===== src/common/afs_pkg.sv =====
// Constants, types and register map of the antenna link frame sync config block.
// Assumes a 40 MHz core clock and a 32-bit APB register bus.
// Summary of operation
// [RULE1] After reset the interface is disabled and its memories sleep.
// [RULE2] Software wakes the memories first, then enables the module.
// [RULE3] Protocol mode, OBSAI or CPRI, is a software setting after reset.
// [RULE4] All links run the one protocol mode currently selected.
// [RULE5] RP1 mode source gives a 30.72 MHz frame clock and frame burst.
// [RULE6] Non-RP1 radio sync period lies between 1 ms and 10 ms.
// [RULE7] Non-RP1 PHY sync pulses at each UMTS frame boundary.
// [RULE8] Each line runs at half, quarter or eighth of PLL output.
// [RULE9] Each link pair has its own rate: half, quarter or eighth.
// [RULE10] PLL multiplier follows protocol and reference clock selection.
// [RULE11] Line rates: CPRI 4.9152/2.4576/1.2288, OBSAI 6.250/3.072/1.536 Gbps.
// [RULE12] RP1 timer syncs on frame burst and counts frame clock.
// [RULE13] Single-ended: radio timer on radio sync, PHY timer on PHY sync.
// [RULE14] Frame event output derived from frame clock and frame sync; single-ended mode counts core cycles, not frame clock.
// [RULE15] Frame event period and offset are programmable.
// [RULE16] Frame event output is not edge aligned to frame clock.
// [RULE17] Reference and frame sync clocks come from one common source.
// [RULE18] Unused lanes are disabled by register and stay inactive.
// [RULE19] Whole peripheral stays disabled by register when unneeded.
// [RULE20] Disabled or asleep: links idle, inputs and sync ignored.
`default_nettype none
package afs_pkg;
   localparam int unsigned ADDR_W   = 8;
   localparam int unsigned N_LINK   = 6;
   localparam int unsigned N_PAIR   = 3;
   // Register byte offsets
   localparam logic [7:0] OFS_CTRL     = 8'h00;
   localparam logic [7:0] OFS_LANE     = 8'h04;
   localparam logic [7:0] OFS_RATE     = 8'h08;
   localparam logic [7:0] OFS_PLL      = 8'h0c;
   localparam logic [7:0] OFS_EVT_PER  = 8'h10;
   localparam logic [7:0] OFS_EVT_OFS  = 8'h14;
   localparam logic [7:0] OFS_STATUS   = 8'h18;
   localparam logic [7:0] OFS_SYNC_CNT = 8'h1c;
   localparam logic [7:0] OFS_RATE01   = 8'h20;
   localparam logic [7:0] OFS_RATE2    = 8'h24;
   // CTRL, LANE and STATUS fields
   localparam int unsigned CTRL_MEM_WAKE = 0;
   localparam int unsigned CTRL_MOD_EN   = 1;
   localparam int unsigned CTRL_CPRI     = 2;
   localparam int unsigned CTRL_SYNC_SE  = 3;
   localparam int unsigned LANE_RX_POS   = 8;
   localparam int unsigned STAT_RAD_ERR  = 2;
   // Reset values
   localparam logic [15:0] EVT_PER_RST  = 16'hffff;
   localparam logic [15:0] EVT_OFS_RST  = 16'h0000;
   localparam logic [1:0]  REFSEL_RST   = 2'h0;
   // Radio sync period window and core clock
   localparam int unsigned CLK_MHZ      = 40;
   localparam int unsigned RADIO_MIN_US = 1000;
   localparam int unsigned RADIO_MAX_US = 10000;
   localparam int unsigned RAD_CNT_W    = 19;

   typedef enum logic [1:0] {
      RATE_HALF    = 2'b00,
      RATE_QUARTER = 2'b01,
      RATE_EIGHTH  = 2'b10
   } afs_rate_t;

   typedef enum logic [1:0] {
      ST_OFF    = 2'b00,
      ST_MEM_ON = 2'b01,
      ST_ACTIVE = 2'b10
   } afs_state_t;

   typedef struct packed {
      logic                  proto_cpri;
      logic [N_LINK-1:0]     tx_en;
      logic [N_LINK-1:0]     rx_en;
      afs_rate_t [N_PAIR-1:0] rate;
      logic [4:0]            pll_mult;
   } afs_link_cfg_t;

   // Multiplier by protocol and reference clock: 122.88, 153.60, 307.20 MHz
   function automatic logic [4:0] afs_pll_mult(input logic cpri, input logic [1:0] refsel);
      logic [4:0] m;
      m = 5'h00;
      unique case (refsel)
         2'h0:    m = cpri ? 5'h14 : 5'h19;
         2'h1:    m = cpri ? 5'h10 : 5'h14;
         default: m = cpri ? 5'h08 : 5'h0a;
      endcase
      return m;
   endfunction

   // Line rate in units of 100 kbit/s
   function automatic logic [15:0] afs_line_rate(input logic cpri, input afs_rate_t r);
      logic [15:0] v;
      v = 16'h0000;
      unique case (r)
         RATE_HALF:    v = cpri ? 16'hc000 : 16'hf424;
         RATE_QUARTER: v = cpri ? 16'h6000 : 16'h7800;
         default:      v = cpri ? 16'h3000 : 16'h3c00;
      endcase
      return v;
   endfunction
endpackage
`default_nettype wire


===== src/rtl/afs_frame_timer.sv =====
// Frame timer: counts ticks, restarts on frame sync, pulses at a set offset.
// Assumes tick and sync are one-cycle pulses on clock_i.
`timescale 1ns/100ps
`default_nettype none
module afs_frame_timer (
   // Clock and reset
   input  wire logic        clock_i,
   input  wire logic        rst_b_i,
   // Control
   input  wire logic        en_i,
   input  wire logic        tick_i,
   input  wire logic        sync_i,
   input  wire logic [15:0] period_i,
   input  wire logic [15:0] offset_i,
   // Event
   output logic             event_o
);
   logic [15:0] cnt_ff;
   logic        event_ff;

   always_ff @(posedge clock_i or negedge rst_b_i) begin
      if (!rst_b_i) begin
         cnt_ff <= 16'h0000;
      end else if (!en_i || sync_i) begin
         cnt_ff <= 16'h0000;
      end else if (tick_i) begin
         cnt_ff <= (cnt_ff == period_i) ? 16'h0000 : 16'(cnt_ff + 16'h0001); // [RULE15]
      end
   end

   // Registered on core clock, so not aligned to the frame clock edges
   always_ff @(posedge clock_i or negedge rst_b_i) begin
      if (!rst_b_i) begin
         event_ff <= 1'b0;
      end else begin
         event_ff <= en_i && tick_i && !sync_i && (cnt_ff == offset_i); // [RULE14] [RULE16]
      end
   end

   assign event_o = event_ff;
endmodule
`default_nettype wire


===== src/rtl/afs_sync_edge.sv =====
// Rising-edge pulse detector for a group of synchronous frame sync inputs.
// Assumes the inputs are already synchronous to clock_i.
`timescale 1ns/100ps
`default_nettype none
module afs_sync_edge #(
   parameter int unsigned WIDTH = 4
) (
   // Clock and reset
   input  wire logic             clock_i,
   input  wire logic             rst_b_i,
   // Control and pins
   input  wire logic             en_i,
   input  wire logic [WIDTH-1:0] level_i,
   // Pulses
   output logic [WIDTH-1:0]      rise_o
);
   logic [WIDTH-1:0] prev_ff;
   logic [WIDTH-1:0] rise_ff;

   always_ff @(posedge clock_i or negedge rst_b_i) begin
      if (!rst_b_i) begin
         prev_ff <= '0;
      end else begin
         prev_ff <= level_i;
      end
   end

   // Gated so a disabled block sees no sync events
   always_ff @(posedge clock_i or negedge rst_b_i) begin
      if (!rst_b_i) begin
         rise_ff <= '0;
      end else begin
         rise_ff <= en_i ? (level_i & ~prev_ff) : '0; // [RULE20]
      end
   end

   assign rise_o = rise_ff;
endmodule
`default_nettype wire


===== src/rtl/afs_top.sv =====
// Antenna link frame sync config block: APB registers, power state,
// per-pair rate and PLL setup, sync timer routing and frame event output.
// Assumes frame sync pins are synchronous to clock_i and APB is in this domain.
`timescale 1ns/100ps
`default_nettype none
module afs_top #(
   parameter int unsigned RADIO_MIN_CYC = afs_pkg::RADIO_MIN_US * afs_pkg::CLK_MHZ,
   parameter int unsigned RADIO_MAX_CYC = afs_pkg::RADIO_MAX_US * afs_pkg::CLK_MHZ
) (
   // Clock and reset
   input  wire logic                        clock_i,
   input  wire logic                        rst_b_i,
   // APB slave
   input  wire logic                        psel_i,
   input  wire logic                        penable_i,
   input  wire logic                        pwrite_i,
   input  wire logic [afs_pkg::ADDR_W-1:0]  paddr_i,
   input  wire logic [31:0]                 pwdata_i,
   output logic [31:0]                      prdata_o,
   output logic                             pready_o,
   output logic                             pslverr_o,
   // Frame sync pins
   input  wire logic                        diff_frame_clock_in_i,
   input  wire logic                        diff_frame_burst_in_i,
   input  wire logic                        radio_sync_in_i,
   input  wire logic                        phy_frame_sync_in_i,
   // Frame event and timer syncs
   output logic                             ext_frame_event_out_o,
   output logic                             rp1_timer_sync_o,
   output logic                             radio_timer_sync_o,
   output logic                             phy_timer_sync_o,
   // Link control
   output logic                             mem_sleep_o,
   output logic                             module_active_o,
   output afs_pkg::afs_link_cfg_t           link_cfg_o
);
   import afs_pkg::*;

   afs_state_t          state_ff;
   afs_state_t          nxt_state;
   logic                mem_wake_ff;
   logic                mod_en_ff;
   logic                cpri_ff;
   logic                sync_se_ff;
   logic [N_LINK-1:0]   tx_en_ff;
   logic [N_LINK-1:0]   rx_en_ff;
   afs_rate_t [N_PAIR-1:0] rate_ff;
   logic [1:0]          refsel_ff;
   logic [15:0]         evt_per_ff;
   logic [15:0]         evt_ofs_ff;
   logic                rad_err_ff;
   logic                rad_seen_ff;
   logic [RAD_CNT_W-1:0] rad_cnt_ff;
   logic [7:0]          rp1_frm_ff;
   logic [7:0]          rad_frm_ff;
   logic [7:0]          phy_frm_ff;
   logic [31:0]         prdata_ff;
   afs_link_cfg_t       link_cfg_ff;
   logic                rp1_sync_ff;
   logic                rad_sync_ff;
   logic                phy_sync_ff;

   logic                active;
   logic                wr_en;
   logic                rd_setup;
   logic                addr_hit;
   logic [31:0]         nxt_prdata;
   logic [3:0]          edges;
   logic                frm_tick;
   logic                frm_sync;
   logic                rad_bad;

   assign active   = (state_ff == ST_ACTIVE);
   assign wr_en    = psel_i && penable_i && pwrite_i && addr_hit;
   assign rd_setup = psel_i && !penable_i;

   // Address decode
   always_comb begin
      unique case (paddr_i)
         OFS_CTRL, OFS_LANE, OFS_RATE, OFS_PLL, OFS_EVT_PER, OFS_EVT_OFS,
         OFS_STATUS, OFS_SYNC_CNT, OFS_RATE01, OFS_RATE2: addr_hit = 1'b1;
         default:                                          addr_hit = 1'b0;
      endcase
   end

   // Zero wait states; unmapped offsets answer with an error
   assign pready_o  = 1'b1;
   assign pslverr_o = psel_i && penable_i && !addr_hit;

   // Power state: module only becomes active after the memories are awake
   always_comb begin
      nxt_state = state_ff;
      unique case (state_ff)
         ST_OFF: begin
            if (mem_wake_ff) nxt_state = ST_MEM_ON;
         end
         ST_MEM_ON: begin
            if (!mem_wake_ff) nxt_state = ST_OFF;
            else if (mod_en_ff) nxt_state = ST_ACTIVE; // [RULE2]
         end
         ST_ACTIVE: begin
            if (!mem_wake_ff) nxt_state = ST_OFF;
            else if (!mod_en_ff) nxt_state = ST_MEM_ON; // [RULE19]
         end
         default: nxt_state = ST_OFF;
      endcase
   end

   always_ff @(posedge clock_i or negedge rst_b_i) begin
      if (!rst_b_i) begin
         state_ff <= ST_OFF; // [RULE1]
      end else begin
         state_ff <= nxt_state;
      end
   end

   // Control register; reset leaves module off and memories asleep
   always_ff @(posedge clock_i or negedge rst_b_i) begin
      if (!rst_b_i) begin
         mem_wake_ff <= 1'b0; // [RULE1]
         mod_en_ff   <= 1'b0;
         cpri_ff     <= 1'b0;
         sync_se_ff  <= 1'b0;
      end else if (wr_en && paddr_i == OFS_CTRL) begin
         mem_wake_ff <= pwdata_i[CTRL_MEM_WAKE];
         mod_en_ff   <= pwdata_i[CTRL_MOD_EN];
         // Mode frozen while running so every link shares one protocol
         if (!active) begin
            cpri_ff    <= pwdata_i[CTRL_CPRI];    // [RULE3] [RULE4]
            sync_se_ff <= pwdata_i[CTRL_SYNC_SE];
         end
      end
   end

   // Lane enables
   always_ff @(posedge clock_i or negedge rst_b_i) begin
      if (!rst_b_i) begin
         tx_en_ff <= '0;
         rx_en_ff <= '0;
      end else if (wr_en && paddr_i == OFS_LANE) begin
         tx_en_ff <= pwdata_i[N_LINK-1:0];                         // [RULE18]
         rx_en_ff <= pwdata_i[LANE_RX_POS +: N_LINK];
      end
   end

   // Per-pair rate; the reserved code leaves that pair unchanged
   always_ff @(posedge clock_i or negedge rst_b_i) begin
      if (!rst_b_i) begin
         rate_ff <= {N_PAIR{RATE_HALF}};
      end else if (wr_en && paddr_i == OFS_RATE && !active) begin
         for (int p = 0; p < N_PAIR; p++) begin
            if (pwdata_i[2*p +: 2] != 2'b11) begin
               rate_ff[p] <= afs_rate_t'(pwdata_i[2*p +: 2]); // [RULE8] [RULE9]
            end
         end
      end
   end

   // Reference clock selection; the reserved code is ignored
   always_ff @(posedge clock_i or negedge rst_b_i) begin
      if (!rst_b_i) begin
         refsel_ff <= REFSEL_RST;
      end else if (wr_en && paddr_i == OFS_PLL && !active && pwdata_i[1:0] != 2'b11) begin
         refsel_ff <= pwdata_i[1:0]; // [RULE10]
      end
   end

   // Frame event period and offset
   always_ff @(posedge clock_i or negedge rst_b_i) begin
      if (!rst_b_i) begin
         evt_per_ff <= EVT_PER_RST;
         evt_ofs_ff <= EVT_OFS_RST;
      end else if (wr_en) begin
         if (paddr_i == OFS_EVT_PER) evt_per_ff <= pwdata_i[15:0]; // [RULE15]
         if (paddr_i == OFS_EVT_OFS) evt_ofs_ff <= pwdata_i[15:0];
      end
   end

   // Sync pin edges, ignored unless active
   afs_sync_edge #(
      .WIDTH (4)
   ) u_edge (
      .clock_i (clock_i),
      .rst_b_i (rst_b_i),
      .en_i    (active), // [RULE20]
      .level_i ({phy_frame_sync_in_i, radio_sync_in_i,
                 diff_frame_burst_in_i, diff_frame_clock_in_i}),
      .rise_o  (edges)
   );

   // RP1 mode counts frame clock edges and syncs on the burst;
   // single-ended mode counts core cycles and syncs on the PHY sync.
   assign frm_tick = sync_se_ff ? 1'b1 : edges[0];       // [RULE12]
   assign frm_sync = sync_se_ff ? edges[3] : edges[1];   // [RULE12] [RULE13]

   afs_frame_timer u_evt (
      .clock_i  (clock_i),
      .rst_b_i  (rst_b_i),
      .en_i     (active),
      .tick_i   (frm_tick),
      .sync_i   (frm_sync),
      .period_i (evt_per_ff),
      .offset_i (evt_ofs_ff),
      .event_o  (ext_frame_event_out_o) // [RULE14]
   );

   // Timer sync pulses routed by sync source
   always_ff @(posedge clock_i or negedge rst_b_i) begin
      if (!rst_b_i) begin
         rp1_sync_ff <= 1'b0;
         rad_sync_ff <= 1'b0;
         phy_sync_ff <= 1'b0;
      end else begin
         rp1_sync_ff <= !sync_se_ff && edges[1]; // [RULE12]
         rad_sync_ff <= sync_se_ff && edges[2];  // [RULE13]
         phy_sync_ff <= sync_se_ff && edges[3];  // [RULE13]
      end
   end

   assign rp1_timer_sync_o   = rp1_sync_ff;
   assign radio_timer_sync_o = rad_sync_ff;
   assign phy_timer_sync_o   = phy_sync_ff;

   // Frame boundary counters for software
   always_ff @(posedge clock_i or negedge rst_b_i) begin
      if (!rst_b_i) begin
         rp1_frm_ff <= 8'h00;
         rad_frm_ff <= 8'h00;
         phy_frm_ff <= 8'h00;
      end else begin
         if (rp1_sync_ff) rp1_frm_ff <= 8'(rp1_frm_ff + 8'h01);
         if (rad_sync_ff) rad_frm_ff <= 8'(rad_frm_ff + 8'h01);
         if (phy_sync_ff) phy_frm_ff <= 8'(phy_frm_ff + 8'h01);
      end
   end

   // Radio sync period monitor; the first edge only starts the count
   assign rad_bad = rad_seen_ff &&
                    ((rad_cnt_ff < RAD_CNT_W'(RADIO_MIN_CYC)) ||
                     (rad_cnt_ff > RAD_CNT_W'(RADIO_MAX_CYC)));

   always_ff @(posedge clock_i or negedge rst_b_i) begin
      if (!rst_b_i) begin
         rad_cnt_ff  <= '0;
         rad_seen_ff <= 1'b0;
      end else if (!active || !sync_se_ff) begin
         rad_cnt_ff  <= '0;
         rad_seen_ff <= 1'b0;
      end else if (rad_sync_ff) begin
         rad_cnt_ff  <= RAD_CNT_W'(1);
         rad_seen_ff <= 1'b1;
      end else if (rad_cnt_ff != '1) begin
         rad_cnt_ff  <= RAD_CNT_W'(rad_cnt_ff + RAD_CNT_W'(1));
      end
   end

   // Sticky error, write one to clear; a new error wins over the clear
   always_ff @(posedge clock_i or negedge rst_b_i) begin
      if (!rst_b_i) begin
         rad_err_ff <= 1'b0;
      end else if (rad_sync_ff && rad_bad) begin
         rad_err_ff <= 1'b1; // [RULE6]
      end else if (wr_en && paddr_i == OFS_STATUS && pwdata_i[STAT_RAD_ERR]) begin
         rad_err_ff <= 1'b0;
      end
   end

   // Link configuration, lanes forced idle unless active
   always_ff @(posedge clock_i or negedge rst_b_i) begin
      if (!rst_b_i) begin
         link_cfg_ff <= '0;
      end else begin
         link_cfg_ff.proto_cpri <= cpri_ff;                              // [RULE4]
         link_cfg_ff.tx_en      <= active ? tx_en_ff : '0;               // [RULE18] [RULE20]
         link_cfg_ff.rx_en      <= active ? rx_en_ff : '0;               // [RULE18] [RULE20]
         link_cfg_ff.rate       <= rate_ff;                              // [RULE9]
         link_cfg_ff.pll_mult   <= afs_pll_mult(cpri_ff, refsel_ff);     // [RULE10]
      end
   end

   assign link_cfg_o      = link_cfg_ff;
   assign mem_sleep_o     = (state_ff == ST_OFF); // [RULE1]
   assign module_active_o = active;

   // Read mux
   always_comb begin
      nxt_prdata = 32'h0000_0000;
      unique case (paddr_i)
         OFS_CTRL: begin
            nxt_prdata[CTRL_MEM_WAKE] = mem_wake_ff;
            nxt_prdata[CTRL_MOD_EN]   = mod_en_ff;
            nxt_prdata[CTRL_CPRI]     = cpri_ff;
            nxt_prdata[CTRL_SYNC_SE]  = sync_se_ff;
         end
         OFS_LANE: begin
            nxt_prdata[N_LINK-1:0]             = tx_en_ff;
            nxt_prdata[LANE_RX_POS +: N_LINK]  = rx_en_ff;
         end
         OFS_RATE:     nxt_prdata[2*N_PAIR-1:0] = rate_ff;
         OFS_PLL: begin
            nxt_prdata[1:0]  = refsel_ff;
            nxt_prdata[12:8] = afs_pll_mult(cpri_ff, refsel_ff);
         end
         OFS_EVT_PER:  nxt_prdata[15:0] = evt_per_ff;
         OFS_EVT_OFS:  nxt_prdata[15:0] = evt_ofs_ff;
         OFS_STATUS: begin
            nxt_prdata[1:0]          = state_ff;
            nxt_prdata[STAT_RAD_ERR] = rad_err_ff;
         end
         OFS_SYNC_CNT: nxt_prdata[23:0] = {phy_frm_ff, rad_frm_ff, rp1_frm_ff};
         OFS_RATE01:   nxt_prdata = {afs_line_rate(cpri_ff, rate_ff[1]),
                                     afs_line_rate(cpri_ff, rate_ff[0])}; // [RULE11]
         OFS_RATE2:    nxt_prdata[15:0] = afs_line_rate(cpri_ff, rate_ff[2]); // [RULE11]
         default:      nxt_prdata = 32'h0000_0000;
      endcase
   end

   // Read data captured in the setup phase, stable through the access phase
   always_ff @(posedge clock_i or negedge rst_b_i) begin
      if (!rst_b_i) begin
         prdata_ff <= 32'h0000_0000;
      end else if (rd_setup && !pwrite_i) begin
         prdata_ff <= nxt_prdata;
      end
   end

   assign prdata_o = prdata_ff;
endmodule
`default_nettype wire

===== config.mk =====
export PLATFORM = sky130hd
export DESIGN_NAME = afs_top
export DESIGN_NICKNAME = d
export VERILOG_FILES = /design/src/common/afs_pkg.sv /design/src/rtl/afs_frame_timer.sv /design/src/rtl/afs_sync_edge.sv /design/src/rtl/afs_top.sv
export SDC_FILE = /design/constraint.sdc
export NUM_CORES = 1
export LEC_CHECK = 0
export ABC_AREA = 0
export BUFFER_PORTS_ARGS = -buffer_cell sky130_fd_sc_hd__buf_2
export CAP_MARGIN = 15
export CORE_ASPECT_RATIO = 1.2
export CORE_MARGIN = 2
export CORE_UTILIZATION = 44
export DETAILED_ROUTE_END_ITERATION = 10
export PLACE_DENSITY = 0.62
export SLEW_MARGIN = 20
export SYNTH_ARGS = -nofsm -noshare
export SYNTH_HDL_FRONTEND = slang
export SYNTH_SLANG_ARGS = --single-unit

===== constraint.sdc =====
create_clock -name clock_i -period 2 [get_ports clock_i]
set_clock_uncertainty 0.2 [all_clocks]
set_input_delay 0.2 -clock clock_i [delete_from_list [all_inputs] [get_ports clock_i]]
set_output_delay 0.2 -clock clock_i [all_outputs]
set_load 0.1 [all_outputs]

==> results.yml <==
status:
  run_status: "completed"
clock_network:
  cts.sinks: 185
  cts_tree: "built"
  cts_buffers: 17
  clk_pin_slew_ns: 0.08
  post_cts_buffers: 0
  clk_latency_ns: 0.44
  cts.path.max_buffers: 2
  cts_root_buffer: "clkbuf_16"
  h-tree-depth: 4
placement:
  dpl.hpwl_mm: 19.03
  post_dp_cell_area_mm2: 0.01068
  io_buffers: 93
  globalplace.congestion: 0.9198
setup_path:
  worstPathArrival_ns: 2.11
  critPathSlowestCell: "dfstp_2"
  reg2reg_depth: 6
  path_delay_family: "flip-flops"
  critPathKind: "reg -> reg"
  crit_required_ns: 2.12
  cp_max_fo: 7
  path_cells: "xor2_2 > nor4_2 > nand4_1 > buf_4 > a41oi_1 > o31ai_1"
  crit_cells: 6
  crit_path_max_incr_delay_ns: 0.58
  cp-start-kind: "flop"
  cp-end-kind: "flop"
  crit_buf_inv: 1
worst_hold_path:
  holdPathStages: 3
  hold_class: "in -> reg"
floorplanning:
  ios: 113
  die_area_mm2: 0.02170
  die_x_um: 134.8
  rows: 57
  die_h_um: 161.0
  coreArea_mm2: 0.02018
  start_util_pct: 44.75
logic_synthesis:
  synth_commonest_cells: "169 x dfrtp_1, 70 x nand2_1, 60 x nor2_1, 37 x xnor2_1, 33 x mux2_2"
  ys_seq_elements: 185
  synth.largest_area_cell: "dfrtp_1"
  synth_xor_area_share_pct: 6.594
  synth-warning-count: 0
  avgSynthCellArea_um2: 10.94
  syn_inst: 826
  synth.area.mux_share_pct: 8.436
  yosys.area_share.simple_pct: 18.19
  yosysUniqueCellTypes: 72
  synth_top_area_share_pct: 46.82
  async_reset_ff_share_pct: 100.0
  synthAdderAreaFrac_pct: 0.6926
  synth_flop_cell: "dfrtp_1"
  synth_edf_count: 0
  synth_area_mm2: 0.009032
  synth_top_family_by_area: "simple AND/OR/NAND/NOR gates"
  synth_compound_area_share_pct: 11.37
  ys_seq_area_share_pct: 51.48
  synth_area_leaders: "dfrtp_1 47%, dfstp_2 4.7%, mux2_2 4.1%, xnor2_1 3.6%, xor2_1 3.0%"
  yosysMostFrequentCell: "dfrtp_1"
sta:
  hold_viol_final: 0
  rsz0062_at_grt: "true"
  min_period_over_period_pct: 99.52
  max_freq_mhz: 502.4
  setup_violations: 0
  drv_slew: 0
  worst_pin_slew_ns: 0.6186
  period_minus_slack_ns: 1.990
  relSlewSlack_pct: 58.38
  setup_tns_ns: 0
  holdWs_ns: 0.04422
cells_and_area:
  finish.utilization_pct: 57.41
  area_growth_pct: 28.29
  num-fill-cells: 1723
  fin_area_mm2: 0.01159
  diodes: 0
  drive_above_1_share_pct: 32.89
  fin_nets: 1084
drt:
  drc: 0
  drt-initial-drc-count: 615
  top_layer: "met4"
  wl_met3_mm: 1.045
  wl_mm: 25.18
  avgRoutedWirePerCell_um: 19.25
  drt-pass1-iter-count: 5
  vias: 7318
  met1_length_mm: 11.15
  routed-wl-met2_mm: 12.45
  ant_nets: 0
  vias_per_cell: 5.595
power_and_ir_drop:
  p_total_mw: 7.909
  ir_drop_mv: 0.5403
  p_leak_nw: 5.471
  power_density_mw_per_mm2: 682.6
global_route:
  grt_max_degree: 55
  track_usage_pct: 24.34
  overflow: 0
  grt_pass1_wl_mm: 40.61
  grt_pass1_vias: 7354
  antenna_found_initial: 0
flow_run:
  drv_cap: 0
[routing by layer]
layer	vias up	track usage, %
li1	3412	-
met1	3670	32.34
met2	205	40.75
met3	31	3.441
met4	0	8.469
met5	-	0
[cell usage in the layout, fill, tap and decap left out, drive strengths merged, types with 5 or more instances in the layout]
cell           n
mux2i         12
o31ai         11
nor3          15
o22ai          6
o21ai         13
inv           17
dlygate4sd3   20
nand4         32
o311ai         9
or3            6
and3           9
xnor2         37
ha             5
nor2b          8
clkbuf        19
nand3         24
dfrtp        169
and2          19
xor2          31
mux2          57
nor2          60
a31oi          9
nand2         72
dfstp         16
nor3b          6
a2bb2oi        5
a21oi         31
buf          212
a22o          10
o22a           8
a22oi          9
nor4          21
[state kept, by name, indices dropped and copies added (netlist names), 6 cells and up]
register      flops
prdata_o         30
tx_en_ff          6
link_cfg_o       24
rad_cnt_ff       19
rp1_frm_ff        8
evt_per_ff       16
evt_ofs_ff       16
rad_frm_ff        8
rate_ff           6
phy_frm_ff        8
u_evt.cnt_ff     16
rx_en_ff          6
[cells by family (layout without fill, tap and decap cells)]
kind of cell | Yosys count | count (layout)
buf+inv | 59 | 275
simple gates | 294 | 294
compound gates | 144 | 144
flops | 185 | 185
other cells | 2 | 3
fa+ha+maj | 5 | 5
xor+xnor | 68 | 68
mux | 69 | 69
[stage by stage]
stage	setup slack, ns	cells
CTS	-0.008376	1308
finish	0.009554	1308
detailed placement	-0.1689	1256
global route	-0.08819	1308
global placement	-0.1658	1256
floorplan	-0.03364	827
[layout make-up]
class                           instances  area (µm²)  share of cell area [%]
Sequential cell                       185        4652                   40.15
Clock inverter                         14       180.2                   1.555
Inverter                               10       37.54                  0.3239
Tap cell                              265       331.6                   2.861
Timing Repair Buffer                  233        1708                   14.74
Multi-Input combinational cell        583        4249                   36.67
Clock buffer                           18       429.2                   3.704
[power by group]
part           leakage, nW  switching [mW]  internal, mW
Clock                0.292            1.59          1.90
Sequential            2.49          0.0222          3.77
Combinational         2.69           0.437         0.190
Total                 5.47            2.05          5.86
[final timing paths]
check,from,to,slack (ns)
max,evt_per_ff[8],u_evt.cnt_ff[12],0.01
min,pwdata_i[2],rad_err_ff,0.04
max reg2reg,evt_per_ff[8],u_evt.cnt_ff[12],0.01
min reg2reg,u_edge.prev_ff[1],u_edge.rise_o[1],0.20
max in group asynchronous,rst_b_i,evt_per_ff[0],0.85
min in group asynchronous,rst_b_i,evt_ofs_ff[6],0.09
[worst reg2reg max path, cell delays in order (launching register included)]
cell and delay, ns:
dfstp_2 0.58, xor2_2 0.10, nor4_2 0.27, nand4_1 0.22
buf_4 0.23, a41oi_1 0.19, o31ai_1 0.10
[timing repair]
action / CTS / global route
hold buffers: 20 / 0
resized for setup: 5 / 20
endpoints found under the hold margin: 226 / 0
endpoints found under the setup margin: 12 / 22
gates cloned: 0 / 0
pin swaps: 1 / 3
No activity file was read; power rests on OpenSTA's default activity.
